`config.mk`:
```
export PLATFORM = sky130hd
export DESIGN_NAME = fcsc_top
export DESIGN_NICKNAME = d
export VERILOG_FILES = /design/src/rtl/fcsc_pkg.sv /design/src/rtl/fcsc_top.sv
export SDC_FILE = /design/constraint.sdc
export NUM_CORES = 1
export LEC_CHECK = 0
export ABC_AREA = 1
export BUFFER_PORTS_ARGS = -buffer_cell sky130_fd_sc_hd__buf_2
export CORE_MARGIN = 1.5
export CORE_UTILIZATION = 53
export CTS_BUF_LIST = sky130_fd_sc_hd__clkbuf_2
export CTS_CLUSTER_SIZE = 25
export DETAILED_ROUTE_END_ITERATION = 12
export PLACE_DENSITY = 0.88
export SLEW_MARGIN = 10
export SYNTH_ARGS = -nofsm -noshare
export SYNTH_HDL_FRONTEND = slang
export SYNTH_SLANG_ARGS = --single-unit
```
`constraint.sdc`:
```
create_clock -name sys_clk -period 1.9 [get_ports sys_clk]
set_input_delay 0.19 -clock sys_clk [delete_from_list [all_inputs] [get_ports sys_clk]]
set_output_delay 0.19 -clock sys_clk [all_outputs]
set_load 0.005 [all_outputs]
```
`src/rtl/fcsc_pkg.sv`:
```
/*
  constants and carrier types for the clock generator control block.
  assumes a classic wishbone slave on sys_clk with 8-bit registers in the low byte of 32-bit words.
*/
package fcsc_pkg;
  localparam logic [7:0] FCSC_OFF_CTRL1 = 8'h00;
  localparam logic [7:0] FCSC_OFF_CTRL2 = 8'h04;
  localparam logic [7:0] FCSC_OFF_TRIM = 8'h08;
  localparam logic [7:0] FCSC_OFF_STAT = 8'h0C;
  localparam logic [7:0] FCSC_RST_CTRL1 = 8'h04;
  localparam logic [7:0] FCSC_RST_CTRL2 = 8'h40;
  localparam logic [7:0] FCSC_RST_STAT = 8'h10;
  localparam logic [7:0] FCSC_TRIM_DEBUG = 8'h80;
  localparam logic [7:0] FCSC_TRIM_FACTORY_DEFAULT = 8'h80;
  localparam logic [1:0] FCSC_TRIM_SETTLE = 2'h2;
  localparam logic [10:0] FCSC_FLL_MULT = 11'h200;
  localparam logic [10:0] FCSC_FLL_MULT_32K = 11'h260;
  localparam int FCSC_SRC_MSB = 7;
  localparam int FCSC_SRC_LSB = 6;
  localparam int FCSC_REFDIV_MSB = 5;
  localparam int FCSC_REFDIV_LSB = 3;
  localparam int FCSC_REFSEL_BIT = 2;
  localparam int FCSC_INTOUT_BIT = 1;
  localparam int FCSC_IRSTEN_BIT = 0;
  localparam int FCSC_BUSDIV_MSB = 7;
  localparam int FCSC_BUSDIV_LSB = 6;
  localparam int FCSC_RANGE_BIT = 5;
  localparam int FCSC_GAIN_BIT = 4;
  localparam int FCSC_LOWPWR_BIT = 3;
  localparam int FCSC_XTAL_BIT = 2;
  localparam int FCSC_EXTOUT_BIT = 1;
  localparam int FCSC_ERSTEN_BIT = 0;
  localparam int FCSC_DMX_BIT = 5;
  localparam int FCSC_FINE_BIT = 0;
  localparam logic [2:0] FCSC_REFDIV_HI_LIMIT = 3'h5;
  localparam logic [4:0] FCSC_REFDIV_HI_SHIFT = 5'h05;
  localparam logic [7:0] FCSC_OSC_INIT_CYCLES = 8'h40;
  localparam logic [10:0] FCSC_FLL_LOCK_CYCLES = 11'h400;

  typedef enum logic [6:0] {
    FCSC_ENG_INT = 7'b000_0001,
    FCSC_ENG_EXT = 7'b000_0010,
    FCSC_BYP_INT = 7'b000_0100,
    FCSC_BYP_INT_LOW = 7'b000_1000,
    FCSC_BYP_EXT = 7'b001_0000,
    FCSC_BYP_EXT_LOW = 7'b010_0000,
    FCSC_STOP = 7'b100_0000
  } fcsc_mode_type;

  typedef struct packed {
    logic high_range;
    logic high_gain;
    logic source_is_crystal;
    logic osc_enable;
  } fcsc_osc_type;

  typedef struct packed {
    logic fll_enable;
    logic fll_ref_internal;
    logic [10:0] fll_mult;
    logic [1:0] src_sel;
    logic sysclk_enable;
    logic debug_clk_enable;
    logic int_ref_run;
    logic int_ref_out_en;
    logic ext_ref_out_en;
    logic [4:0] ref_div_log2;
    logic [8:0] trim_word;
  } fcsc_ctrl_type;
endpackage : fcsc_pkg

```
`src/rtl/fcsc_top.sv`:
```
/*
  clock generator control: register file, mode decode, reference and bus dividers.
  assumes reference and fll clocks are handled by analog cells driven from these controls;
  selected clock arrives as src_tick enables already in sys_clk domain.
*/
// Design decisions made here: the placing of the registers and the Wishbone register port.
`timescale 1ns/10ps
`default_nettype none
module fcsc_top (
  input wire logic sys_clk,
  input wire logic arst_n,
  input wire logic [31:0] wb_adr_i,
  input wire logic [31:0] wb_dat_i,
  output logic [31:0] wb_dat_o,
  input wire logic wb_we_i,
  input wire logic [3:0] wb_sel_i,
  input wire logic wb_cyc_i,
  input wire logic wb_stb_i,
  output logic wb_ack_o,
  input wire logic debug_mode_active,
  input wire logic stop_request,
  input wire logic osc_running,
  input wire logic [7:0] factory_trim,
  input wire logic src_tick,
  output var fcsc_pkg::fcsc_ctrl_type ctrl_out,
  output var fcsc_pkg::fcsc_osc_type osc_out,
  output var fcsc_pkg::fcsc_mode_type mode_out,
  output logic bus_clk_tick
);
  import fcsc_pkg::*;

  logic [7:0] ctrl1_q;
  logic [7:0] ctrl2_q;
  logic [7:0] trim_q;
  logic dmx_q;
  logic fine_q;
  logic [1:0] clk_status_q;
  logic ref_status_q;
  logic osc_ready_q;
  logic ack_q;
  logic [31:0] rdata_q;
  logic dbg_s1_q, dbg_s2_q, stop_s1_q, stop_s2_q, osc_s1_q, osc_s2_q;
  logic trim_loaded_q;
  logic [1:0] trim_wait_q;
  logic int_keep_q, ext_keep_q;
  logic [7:0] osc_cnt_q;
  logic [10:0] lock_cnt_q;
  logic [2:0] bus_divider_cnt_q;
  logic [1:0] sel_stage_q;
  fcsc_mode_type mode_q, mode_d;
  fcsc_ctrl_type ctrl_q;
  fcsc_osc_type osc_q;
  logic bus_tick_q;

  wire wr_stb = wb_cyc_i && wb_stb_i && wb_we_i && !ack_q && wb_sel_i[0];
  wire rd_stb = wb_cyc_i && wb_stb_i && !ack_q;
  wire [1:0] src_sel = ctrl1_q[FCSC_SRC_MSB:FCSC_SRC_LSB];
  wire fll_int = ctrl1_q[FCSC_REFSEL_BIT];
  wire low_pwr = ctrl2_q[FCSC_LOWPWR_BIT] && !dbg_s2_q;

  function automatic logic [4:0] ref_div_log2(input logic [2:0] code, input logic hi);
    ref_div_log2 = hi ? 5'(code) + FCSC_REFDIV_HI_SHIFT : 5'(code);
  endfunction : ref_div_log2

  // pin inputs double synchronised
  always_ff @(posedge sys_clk or negedge arst_n) begin
    if (!arst_n) begin
      {dbg_s1_q, dbg_s2_q, stop_s1_q, stop_s2_q, osc_s1_q, osc_s2_q} <= 6'h00;
    end else begin
      dbg_s1_q <= debug_mode_active;
      dbg_s2_q <= dbg_s1_q;
      stop_s1_q <= stop_request;
      stop_s2_q <= stop_s1_q;
      osc_s1_q <= osc_running;
      osc_s2_q <= osc_s1_q;
    end
  end

  // wishbone classic, ack one cycle after strobe
  always_ff @(posedge sys_clk or negedge arst_n) begin
    if (!arst_n) begin
      ack_q <= 1'b0;
      rdata_q <= 32'h0000_0000;
    end else begin
      ack_q <= rd_stb;
      if (rd_stb) begin
        unique case (wb_adr_i[7:0])
          FCSC_OFF_CTRL1: rdata_q <= {24'h00_0000, ctrl1_q};
          FCSC_OFF_CTRL2: rdata_q <= {24'h00_0000, ctrl2_q};
          FCSC_OFF_TRIM: rdata_q <= {24'h00_0000, trim_q};
          FCSC_OFF_STAT: rdata_q <= {24'h00_0000, 2'b00, dmx_q, ref_status_q, clk_status_q, osc_ready_q, fine_q};
          default: rdata_q <= 32'h0000_0000;
        endcase
      end
    end
  end

  always_ff @(posedge sys_clk or negedge arst_n) begin
    if (!arst_n) begin
      ctrl1_q <= FCSC_RST_CTRL1;
    end else if (wr_stb && wb_adr_i[7:0] == FCSC_OFF_CTRL1) begin
      ctrl1_q <= wb_dat_i[7:0];
    end
  end

  always_ff @(posedge sys_clk or negedge arst_n) begin
    if (!arst_n) begin
      ctrl2_q <= FCSC_RST_CTRL2;
    end else if (wr_stb && wb_adr_i[7:0] == FCSC_OFF_CTRL2) begin
      ctrl2_q <= wb_dat_i[7:0];
    end
  end

  // trim caught once synced debug settles; debug forces 0x80
  always_ff @(posedge sys_clk or negedge arst_n) begin
    if (!arst_n) begin
      trim_q <= FCSC_TRIM_FACTORY_DEFAULT;
      trim_loaded_q <= 1'b0;
      trim_wait_q <= 2'h0;
    end else if (!trim_loaded_q) begin
      if (trim_wait_q == FCSC_TRIM_SETTLE) begin
        trim_loaded_q <= 1'b1;
        trim_q <= dbg_s2_q ? FCSC_TRIM_DEBUG : factory_trim;
      end else begin
        trim_wait_q <= trim_wait_q + 2'h1;
      end
    end else if (wr_stb && wb_adr_i[7:0] == FCSC_OFF_TRIM) begin
      trim_q <= wb_dat_i[7:0];
    end
  end

  always_ff @(posedge sys_clk or negedge arst_n) begin
    if (!arst_n) begin
      dmx_q <= 1'b0;
      fine_q <= 1'b0;
    end else if (wr_stb && wb_adr_i[7:0] == FCSC_OFF_STAT) begin
      dmx_q <= wb_dat_i[FCSC_DMX_BIT];
      fine_q <= wb_dat_i[FCSC_FINE_BIT];
    end
  end

  always_comb begin
    mode_d = FCSC_ENG_INT;
    if (stop_s2_q) begin
      mode_d = FCSC_STOP;
    end else begin
      unique case (src_sel)
        2'b01: mode_d = low_pwr ? FCSC_BYP_INT_LOW : FCSC_BYP_INT;
        2'b10: mode_d = low_pwr ? FCSC_BYP_EXT_LOW : FCSC_BYP_EXT;
        default: mode_d = fll_int ? FCSC_ENG_INT : FCSC_ENG_EXT;
      endcase
    end
  end

  // reset mode; lock restart on stop exit
  always_ff @(posedge sys_clk or negedge arst_n) begin
    if (!arst_n) begin
      mode_q <= FCSC_ENG_INT;
      lock_cnt_q <= 11'h000;
    end else begin
      mode_q <= mode_d;
      if (mode_q == FCSC_STOP && mode_d != FCSC_STOP) begin
        lock_cnt_q <= FCSC_FLL_LOCK_CYCLES;
      end else if (lock_cnt_q != 11'h000) begin
        lock_cnt_q <= lock_cnt_q - 11'h001;
      end
    end
  end

  // keep bits sampled on stop entry
  always_ff @(posedge sys_clk or negedge arst_n) begin
    if (!arst_n) begin
      int_keep_q <= 1'b0;
      ext_keep_q <= 1'b0;
    end else if (mode_q != FCSC_STOP && mode_d == FCSC_STOP) begin
      int_keep_q <= ctrl1_q[FCSC_IRSTEN_BIT] && ctrl1_q[FCSC_INTOUT_BIT];
      ext_keep_q <= ctrl2_q[FCSC_ERSTEN_BIT] && ctrl2_q[FCSC_EXTOUT_BIT];
    end
  end

  // status trails select by two stages
  always_ff @(posedge sys_clk or negedge arst_n) begin
    if (!arst_n) begin
      sel_stage_q <= 2'b00;
      clk_status_q <= 2'b00;
      ref_status_q <= FCSC_RST_STAT[4];
    end else begin
      sel_stage_q <= (src_sel == 2'b11) ? 2'b00 : src_sel;
      clk_status_q <= sel_stage_q;
      ref_status_q <= ctrl_q.fll_ref_internal;
    end
  end

  // oscillator ready after settle count; cleared by enable or crystal clear
  always_ff @(posedge sys_clk or negedge arst_n) begin
    if (!arst_n) begin
      osc_cnt_q <= 8'h00;
      osc_ready_q <= 1'b0;
    end else if (!osc_q.source_is_crystal || !osc_q.osc_enable) begin
      osc_cnt_q <= 8'h00;
      osc_ready_q <= 1'b0;
    end else if (osc_s2_q && osc_cnt_q != FCSC_OSC_INIT_CYCLES) begin
      osc_cnt_q <= osc_cnt_q + 8'h01;
    end else if (osc_cnt_q == FCSC_OSC_INIT_CYCLES) begin
      osc_ready_q <= 1'b1;
    end
  end

  always_ff @(posedge sys_clk or negedge arst_n) begin
    if (!arst_n) begin
      ctrl_q <= '0;
      osc_q <= '0;
    end else begin
      ctrl_q.fll_enable <= mode_q inside {FCSC_ENG_INT, FCSC_ENG_EXT, FCSC_BYP_INT, FCSC_BYP_EXT};
      ctrl_q.debug_clk_enable <= mode_q inside {FCSC_ENG_INT, FCSC_ENG_EXT, FCSC_BYP_INT, FCSC_BYP_EXT}
        && lock_cnt_q == 11'h000;
      ctrl_q.sysclk_enable <= mode_q != FCSC_STOP;
      ctrl_q.fll_ref_internal <= fll_int;
      ctrl_q.fll_mult <= dmx_q ? FCSC_FLL_MULT_32K : FCSC_FLL_MULT;
      ctrl_q.src_sel <= sel_stage_q;
      ctrl_q.int_ref_run <= mode_q == FCSC_STOP ? int_keep_q : 1'b1;
      ctrl_q.int_ref_out_en <= ctrl1_q[FCSC_INTOUT_BIT] && (mode_q != FCSC_STOP || int_keep_q);
      ctrl_q.ext_ref_out_en <= ctrl2_q[FCSC_EXTOUT_BIT] && (mode_q != FCSC_STOP || ext_keep_q);
      ctrl_q.ref_div_log2 <= ref_div_log2(
        (ctrl2_q[FCSC_RANGE_BIT] && ctrl1_q[FCSC_REFDIV_MSB:FCSC_REFDIV_LSB] > FCSC_REFDIV_HI_LIMIT)
          ? FCSC_REFDIV_HI_LIMIT : ctrl1_q[FCSC_REFDIV_MSB:FCSC_REFDIV_LSB], ctrl2_q[FCSC_RANGE_BIT]);
      // trim word, fine bit as lsb
      ctrl_q.trim_word <= {trim_q, fine_q};
      osc_q.high_range <= ctrl2_q[FCSC_RANGE_BIT];
      osc_q.high_gain <= ctrl2_q[FCSC_GAIN_BIT];
      osc_q.source_is_crystal <= ctrl2_q[FCSC_XTAL_BIT];
      osc_q.osc_enable <= mode_q == FCSC_STOP ? ext_keep_q
        : (ctrl2_q[FCSC_EXTOUT_BIT] || mode_q inside {FCSC_ENG_EXT, FCSC_BYP_EXT, FCSC_BYP_EXT_LOW});
    end
  end

  // bus divider counts source ticks, ratio change takes effect at once
  always_ff @(posedge sys_clk or negedge arst_n) begin
    if (!arst_n) begin
      bus_divider_cnt_q <= 3'h0;
      bus_tick_q <= 1'b0;
    end else begin
      bus_tick_q <= 1'b0;
      if (src_tick && ctrl_q.sysclk_enable) begin
        unique case (ctrl2_q[FCSC_BUSDIV_MSB:FCSC_BUSDIV_LSB])
          2'b00: bus_tick_q <= 1'b1;
          2'b01: bus_tick_q <= bus_divider_cnt_q[0];
          2'b10: bus_tick_q <= &bus_divider_cnt_q[1:0];
          2'b11: bus_tick_q <= &bus_divider_cnt_q;
        endcase
        bus_divider_cnt_q <= bus_divider_cnt_q + 3'h1;
      end
    end
  end

  assign wb_ack_o = ack_q;
  assign wb_dat_o = rdata_q;
  assign ctrl_out = ctrl_q;
  assign osc_out = osc_q;
  assign mode_out = mode_q;
  assign bus_clk_tick = bus_tick_q;

  // low power internal has no fll
  AST_INT_LOW_NO_FLL: assert property (@(posedge sys_clk) disable iff (!arst_n)
    mode_q == FCSC_BYP_INT_LOW |=> !ctrl_q.fll_enable && !ctrl_q.debug_clk_enable)
    else $error("fll running in internal low power bypass");
  AST_EXT_LOW_NO_FLL: assert property (@(posedge sys_clk) disable iff (!arst_n)
    mode_q == FCSC_BYP_EXT_LOW |=> !ctrl_q.fll_enable && !ctrl_q.debug_clk_enable)
    else $error("fll running in external low power bypass");
  AST_BYP_INT_FLL_ON: assert property (@(posedge sys_clk) disable iff (!arst_n)
    mode_q == FCSC_BYP_INT |=> ctrl_q.fll_enable)
    else $error("fll off in internal bypass");
  AST_BYP_EXT_FLL_ON: assert property (@(posedge sys_clk) disable iff (!arst_n)
    mode_q == FCSC_BYP_EXT |=> ctrl_q.fll_enable)
    else $error("fll off in external bypass");
  AST_STOP_NO_CLK: assert property (@(posedge sys_clk) disable iff (!arst_n)
    mode_q == FCSC_STOP |=> !ctrl_q.sysclk_enable && !ctrl_q.fll_enable)
    else $error("clock running in stop");
  AST_LOWPWR_DEBUG: assert property (@(posedge sys_clk) disable iff (!arst_n)
    !stop_s2_q && src_sel == 2'b01 && dbg_s2_q |=> mode_q == FCSC_BYP_INT)
    else $error("debug did not hold fll in bypass");
  AST_STATUS_LAG: assert property (@(posedge sys_clk) disable iff (!arst_n)
    src_sel == 2'b10 ##1 src_sel == 2'b10 |=> clk_status_q == 2'b10)
    else $error("status missed external select");
  AST_INT_STOP: assert property (@(posedge sys_clk) disable iff (!arst_n)
    mode_q == FCSC_STOP && !int_keep_q |=> !ctrl_q.int_ref_out_en)
    else $error("internal reference out in stop without keep");
  AST_BDIV1: assert property (@(posedge sys_clk) disable iff (!arst_n)
    src_tick && ctrl_q.sysclk_enable && ctrl2_q[7:6] == 2'b00 |=> bus_tick_q)
    else $error("divide by one missed tick");
endmodule : fcsc_top
`default_nettype wire
```
# Word level (Yosys, flattened, before mapping)
# Index checks and enable logic that the tools add are counted.
# totals
register_bits,140
input_bits,85
out_inout_bits,79
elab_cells,141
# classes
n_addsub,5
order_cmp,1
mux,27
n_eq_ne,23
bitwise,2
n_reduce_logical,43
# op_table
cell,count
2-to-1 mux 8 bit,6
one-hot mux 8 bit (4 select lines),1
2-to-1 mux 11 bit,2
logical AND 1 bit,20
"equality test 8 x 4 -> 1 bit, second input constant",2
"equality test 7 bit, second input constant",2
2-to-1 mux 7 bit,2
"inequality test 7 bit, second input constant",2
one-hot mux 6 bit (2 select lines),1
zero test 11 bit,1
nonzero test 11 bit,1
"subtractor 11 x 1 -> 11 bit, second input constant",1
"equality test 2 bit, second input constant",5
"adder 8 x 1 -> 8 bit, second input constant",1
"equality test 8 x 3 -> 1 bit, second input constant",1
"equality test 8 x 7 -> 1 bit, second input constant",1
zero test 8 bit,1
2-to-1 mux 1 bit,8
2-to-1 mux 4 bit,2
"inequality test 8 x 7 -> 1 bit, second input constant",1
AND reduction 2 bit,4
nonzero test 2 bit,4
"equality test 7 x 1 -> 1 bit, second input constant",1
"equality test 7 x 2 -> 1 bit, second input constant",1
other kinds (21),30

# Logic depth before layout (Yosys ltp)
# depth
ltp_word,8
mapped_depth,10
depth_no_buf,10

# Least setup slack after synthesis
# No wires, ideal clock.
# synth_path
kind,flip-flop to flip-flop
startpoint,register lock_cnt_q[0]
endpoint,register lock_cnt_q[0]
setup_ps,116
n_path_buf,0
required_ps,1784
path_slack_ps,478
period_less_slack_ps,1422
arrival_ps,1305
stages_incl_launch_ff,10
path_cell_list,dfrtp_1 -> inv_1 -> ha_1 -> nand3_2 -> nor2_4 -> nand2_2 -> nand2_1 -> inv_1 -> nand2_1 -> nand2_1
# synth_between
elab_chain_cells,3
word_cells_on_any_way,5
classes_between,add/sub (1); mux (2); reduce/logical (2)
# synth_rtl
item,line_no,source
"start, declared",fcsc_top.sv:47,logic [10:0] lock_cnt_q;
"start signal, assigned",fcsc_top.sv:165,lock_cnt_q <= lock_cnt_q - 11'h001;
subtractor 11 x 1 -> 11 bit,fcsc_top.sv:165,
2-to-1 mux 11 bit,fcsc_top.sv:164,end else if (lock_cnt_q != 11'h000) begin
2-to-1 mux 11 bit,fcsc_top.sv:162,if (mode_q == FCSC_STOP && mode_d != FCSC_STOP) begin
# Several ways; a longest one is shown, not always the timed one. The select of a mux whose other input is x is not followed.
# A chain may end at the register's enable or synchronous reset.

# Worst setup path after layout
# layout_path
startpoint,"register ack_q, in the netlist wb_ack_o"
endpoint,register ctrl2_q[6]
# layout_between
elab_chain_cells,4
# layout_rtl
item,line_no,source
"start, declared",fcsc_top.sv:40,logic ack_q;
"start signal, assigned",fcsc_top.sv:85,ack_q <= rd_stb;
zero test 1 bit,fcsc_top.sv:55,wire wr_stb = wb_cyc_i && wb_stb_i && wb_we_i && !ack_q && wb_sel_i[0];
logical AND 1 bit (2 in a row),fcsc_top.sv:55,
logical AND 1 bit,fcsc_top.sv:109,end else if (wr_stb && wb_adr_i[7:0] == FCSC_OFF_CTRL2) begin
"end signal, assigned",fcsc_top.sv:110,ctrl2_q <= wb_dat_i[7:0];
"end, declared",fcsc_top.sv:33,logic [7:0] ctrl2_q;
# No other way between the ends.

==> flow_summary.rst <==
.. list-table::
   :header-rows: 1

   * - Metric
     - Value
   * - CP cell instances
     - nor2_2 -> nand3_4 -> nor2_8 -> nand2_2 -> dlygate4sd3_1 -> o21ai_2
   * - Width of the die
     - 101 µm
   * - Largest driver fanout on the critical path
     - 16
   * - Die height
     - 101 µm
   * - Combined global-route utilization of all metal layers
     - 23.1%
   * - Number of buffers inserted during clock tree synthesis
     - 9
   * - Latest clock arrival within the worst-skew pair
     - 0.58 ns
   * - Dominant combinational cell family by area after synthesis
     - simple AND/OR/NAND/NOR gates
   * - Share of the synthesized area in compound gates (AO/OA/AOI/OAI)
     - 6.77%
   * - # diodes
     - 0
   * - Syn_area_per_cell
     - 9.17 µm²
   * - Final Total Pwr
     - 4.55 mW
   * - Path type of the worst setup path
     - flop to flop
   * - Worst clock skew
     - 0.0309 ns
   * - Global-route met2 utilization
     - 40.8%
   * - Layer carrying the most global-route usage
     - met2
   * - Met3 usage in global routing
     - 4.99%
   * - P_leak
     - 3.20 nW
   * - Multiplexer share of the synthesized area
     - 0.442%
   * - Standard-cell row count
     - 35
   * - Post-Synth Simple-Gate Area
     - 24.9%
   * - Post-route setup slack
     - 0.105 ns
   * - Post-CTS Setup Inserts
     - 0
   * - Post_cts resized
     - 0
   * - Final non-filler cell total
     - 803
   * - Cells after DPL
     - 759
   * - Master of the slowest instance on the critical path
     - dlygate4sd3_1
   * - IR drop worst, VDD
     - 0.567 mV
   * - Maximum number of pins on one net before global-route repair
     - 41
   * - Area of the mapped netlist
     - 0.00510 mm²
   * - Max frequency
     - 557 MHz
   * - Number of buffers on the longest clock path
     - 2
   * - First-pass GRT wire length
     - 18200 µm
   * - Vias in the first global route
     - 3952
   * - Count of clock tree sinks
     - 108
   * - Hold WC Path Type
     - primary input to flop
   * - Clock-pin slew reported for the worst setup and hold paths after clock tree synthesis
     - 0.29 ns
   * - Maximum Capacitance Violations
     - 0
   * - Slew Limit Fails
     - 0
   * - Worst setup timing slack at the placement stage
     - 0.245 ns
   * - Via density
     - 5.17
   * - Startpoint Class
     - flop
   * - Power density over cell area
     - 767 mW/mm²
   * - Routed Antenna Nets
     - 0
   * - Port bufs
     - 79
   * - Initial DRC count
     - 276
   * - Warnings from Yosys
     - 0
   * - DRC viols
     - 0
   * - Total overflow reported by the global router
     - 0
   * - Dominant delay contributor by cell family on the critical path
     - simple AND/OR/NAND/NOR gates
   * - Final setup violation count
     - 0
   * - Met1 track demand over resource
     - 28.5%
   * - Area share of the largest cell type after synthesis
     - 50.5%
   * - Area of the placeable core
     - 0.00928 mm²
   * - Synthesized-area fraction occupied by xor and xnor cells
     - 1.55%
   * - Initial core utilization
     - 54.9%
   * - Total half-perimeter wirelength after legalization and detailed placement
     - 8140 µm
   * - Antenna violations before repair
     - 0
   * - Vias
     - 4151
   * - Fin. Hold Viols
     - 0
   * - Data required time at the worst endpoint
     - 2.41 ns
   * - Crit path largest cell delay
     - 0.58 ns
   * - Min Clock Period, post-route
     - 1.79 ns
   * - Seq. cell area
     - 0.00271 mm²
   * - Clock root buffer
     - clkbuf_2
   * - Run status
     - finished clean
   * - Detailed-route wire length
     - 11200 µm
   * - Wire length per cell after detailed routing
     - 13.9 µm
   * - Router iterations before antenna repair
     - 7
   * - Critical path arrival
     - 2.31 ns
   * - CTS tree
     - yes
   * - Number of filler instances in the final layout
     - 742
   * - Ratio of final minimum period to clock period
     - 94.5%
   * - Ratio of cells with drive above 1 in the final layout
     - 22.6%
   * - Boundary pin count
     - 164
   * - Cell taking the most area after synthesis
     - dfrtp_1
   * - Flip-flop and latch count after synthesis
     - 108
   * - Last weighted congestion value of the routability-driven placer
     - 0.910
   * - Count of cell types in the netlist
     - 37
   * - Leading cell types by total area after synthesis
     - dfrtp_1 51%, nand2_1 9.4%, buf_4 5.3%
   * - Critical path buffer and inverter count
     - 1
   * - Number of instances in the synthesized netlist
     - 556
   * - Critical path endpoint category
     - flop
   * - Setup_tns
     - 0 ns
   * - Sequential-to-total area share from yosys stat
     - 53.1%
   * - RSZ-0062 raised after global routing
     - false
   * - Adder-Cell Fraction of Synth Area
     - 2.45%
   * - Synthesis-to-finish area growth
     - 16.3%
   * - Area taken by multi-input logic gates
     - 0.00197 mm²
   * - Die Outline Area
     - 0.0102 mm²
   * - H-tree depth
     - 3
   * - Count of nets after finishing
     - 764
-- per-stage QoR --
step,hold slack (ns),cell area [µm²],utilization (%)
floorplan,-0.106,5220,-
global placement,0.157,5520,59.5
detailed placement,0.158,5520,59.5
finish,0.147,5930,63.9
CTS,0.000248,5880,63.4
global route,0.120,5930,63.9
-- worst reg2reg max path, cell delays in order (launching register included) --
cell and delay, ns:
dfrtp_1 0.46, nor2_2 0.18, nand3_4 0.15, nor2_8 0.26, nand2_2 0.06, dlygate4sd3_1 0.58, o21ai_2 0.06
-- cell type report --
class                           instances  share of cell area (%)
Timing Repair Buffer                  110                    12.2
Clock inverter                          6                    1.31
Tap cell                              129                    2.72
Multi-Input combinational cell        377                    33.2
Sequential cell                       108                    45.7
Clock buffer                           10                   0.844
Inverter                               63                    4.07
-- final timing paths --
check,from,to,slack [ns],depth (start not counted)
max in group asynchronous,arst_n,ctrl2_q[6],0.70,4
min,wb_adr_i[3],fine_q,0.15,7
min reg2reg,sel_stage_q[0],ctrl_out[19],0.38,0
max reg2reg,wb_ack_o,ctrl2_q[6],0.11,6
min in group asynchronous,arst_n,ctrl_out[9],0.55,3
max,wb_ack_o,ctrl2_q[6],0.11,6
-- synth_stat cells, drive strengths merged --
master and n:
clkinv 2, nand3 57, xor2 7, dfstp 5, a21oi 8, nor2 52
a31oi 2, buf 40, conb 2, inv 61, o21a 2, o21bai 2
xnor2 2, mux2 2, nand2 143, dfrtp 103, o211ai 1, o21ai 40
nor3 5, nand4 9, ha 10, o22ai 1
-- report_power, final --
part	leakage [nW]	internal (mW)	switching [mW]	total, mW
Sequential	1.36	2.48	0.139	2.62
Combinational	1.76	0.326	0.478	0.804
Clock	0.0770	0.340	0.783	1.12
-- flip-flops by register name, summed over array words and instances (netlist names), 2 cells and up --
register / flops
bus_divider_cnt_q: 3
ctrl1_q: 8
ctrl2_q: 8
ctrl_out: 24
lock_cnt_q: 11
mode_out: 7
osc_cnt_q: 8
osc_out: 4
sel_stage_q: 2
trim_q: 8
trim_wait_q: 2
wb_dat_o: 8
-- cells in the final DEF (no fill, tap or decap), drive strengths merged, types with 5 or more instances in the layout --
cell,instances
dfstp,5
inv,65
dlygate4sd3,28
nor3,5
clkbuf,10
nand4,9
nand2,143
ha,10
conb,34
nand3,57
a21oi,8
nor2,52
xor2,7
o21ai,40
buf,82
dfrtp,103
-- per-layer routing --
layer / share of wire (%) / up-vias
met5: 0 / -
met4: 2.1 / 0
met3: 6.7 / 29
met2: 52 / 190
met1: 39 / 2003
li1: - / 1929
-- timing repair --
item	CTS	global route
endpoints found under the setup margin	0	1
hold buffers	23	5
endpoints found under the hold margin	138	10
-- cell families after synthesis --
family | after synthesis
AO/OA/AOI/OAI | 56
buffers and inverters | 103
XOR/XNOR | 9
AND/OR/NAND/NOR | 266
other | 2
adder cells (fa/ha/maj) | 10
flip-flops | 108
multiplexers | 2
Power figures use the tool's default switching activity.
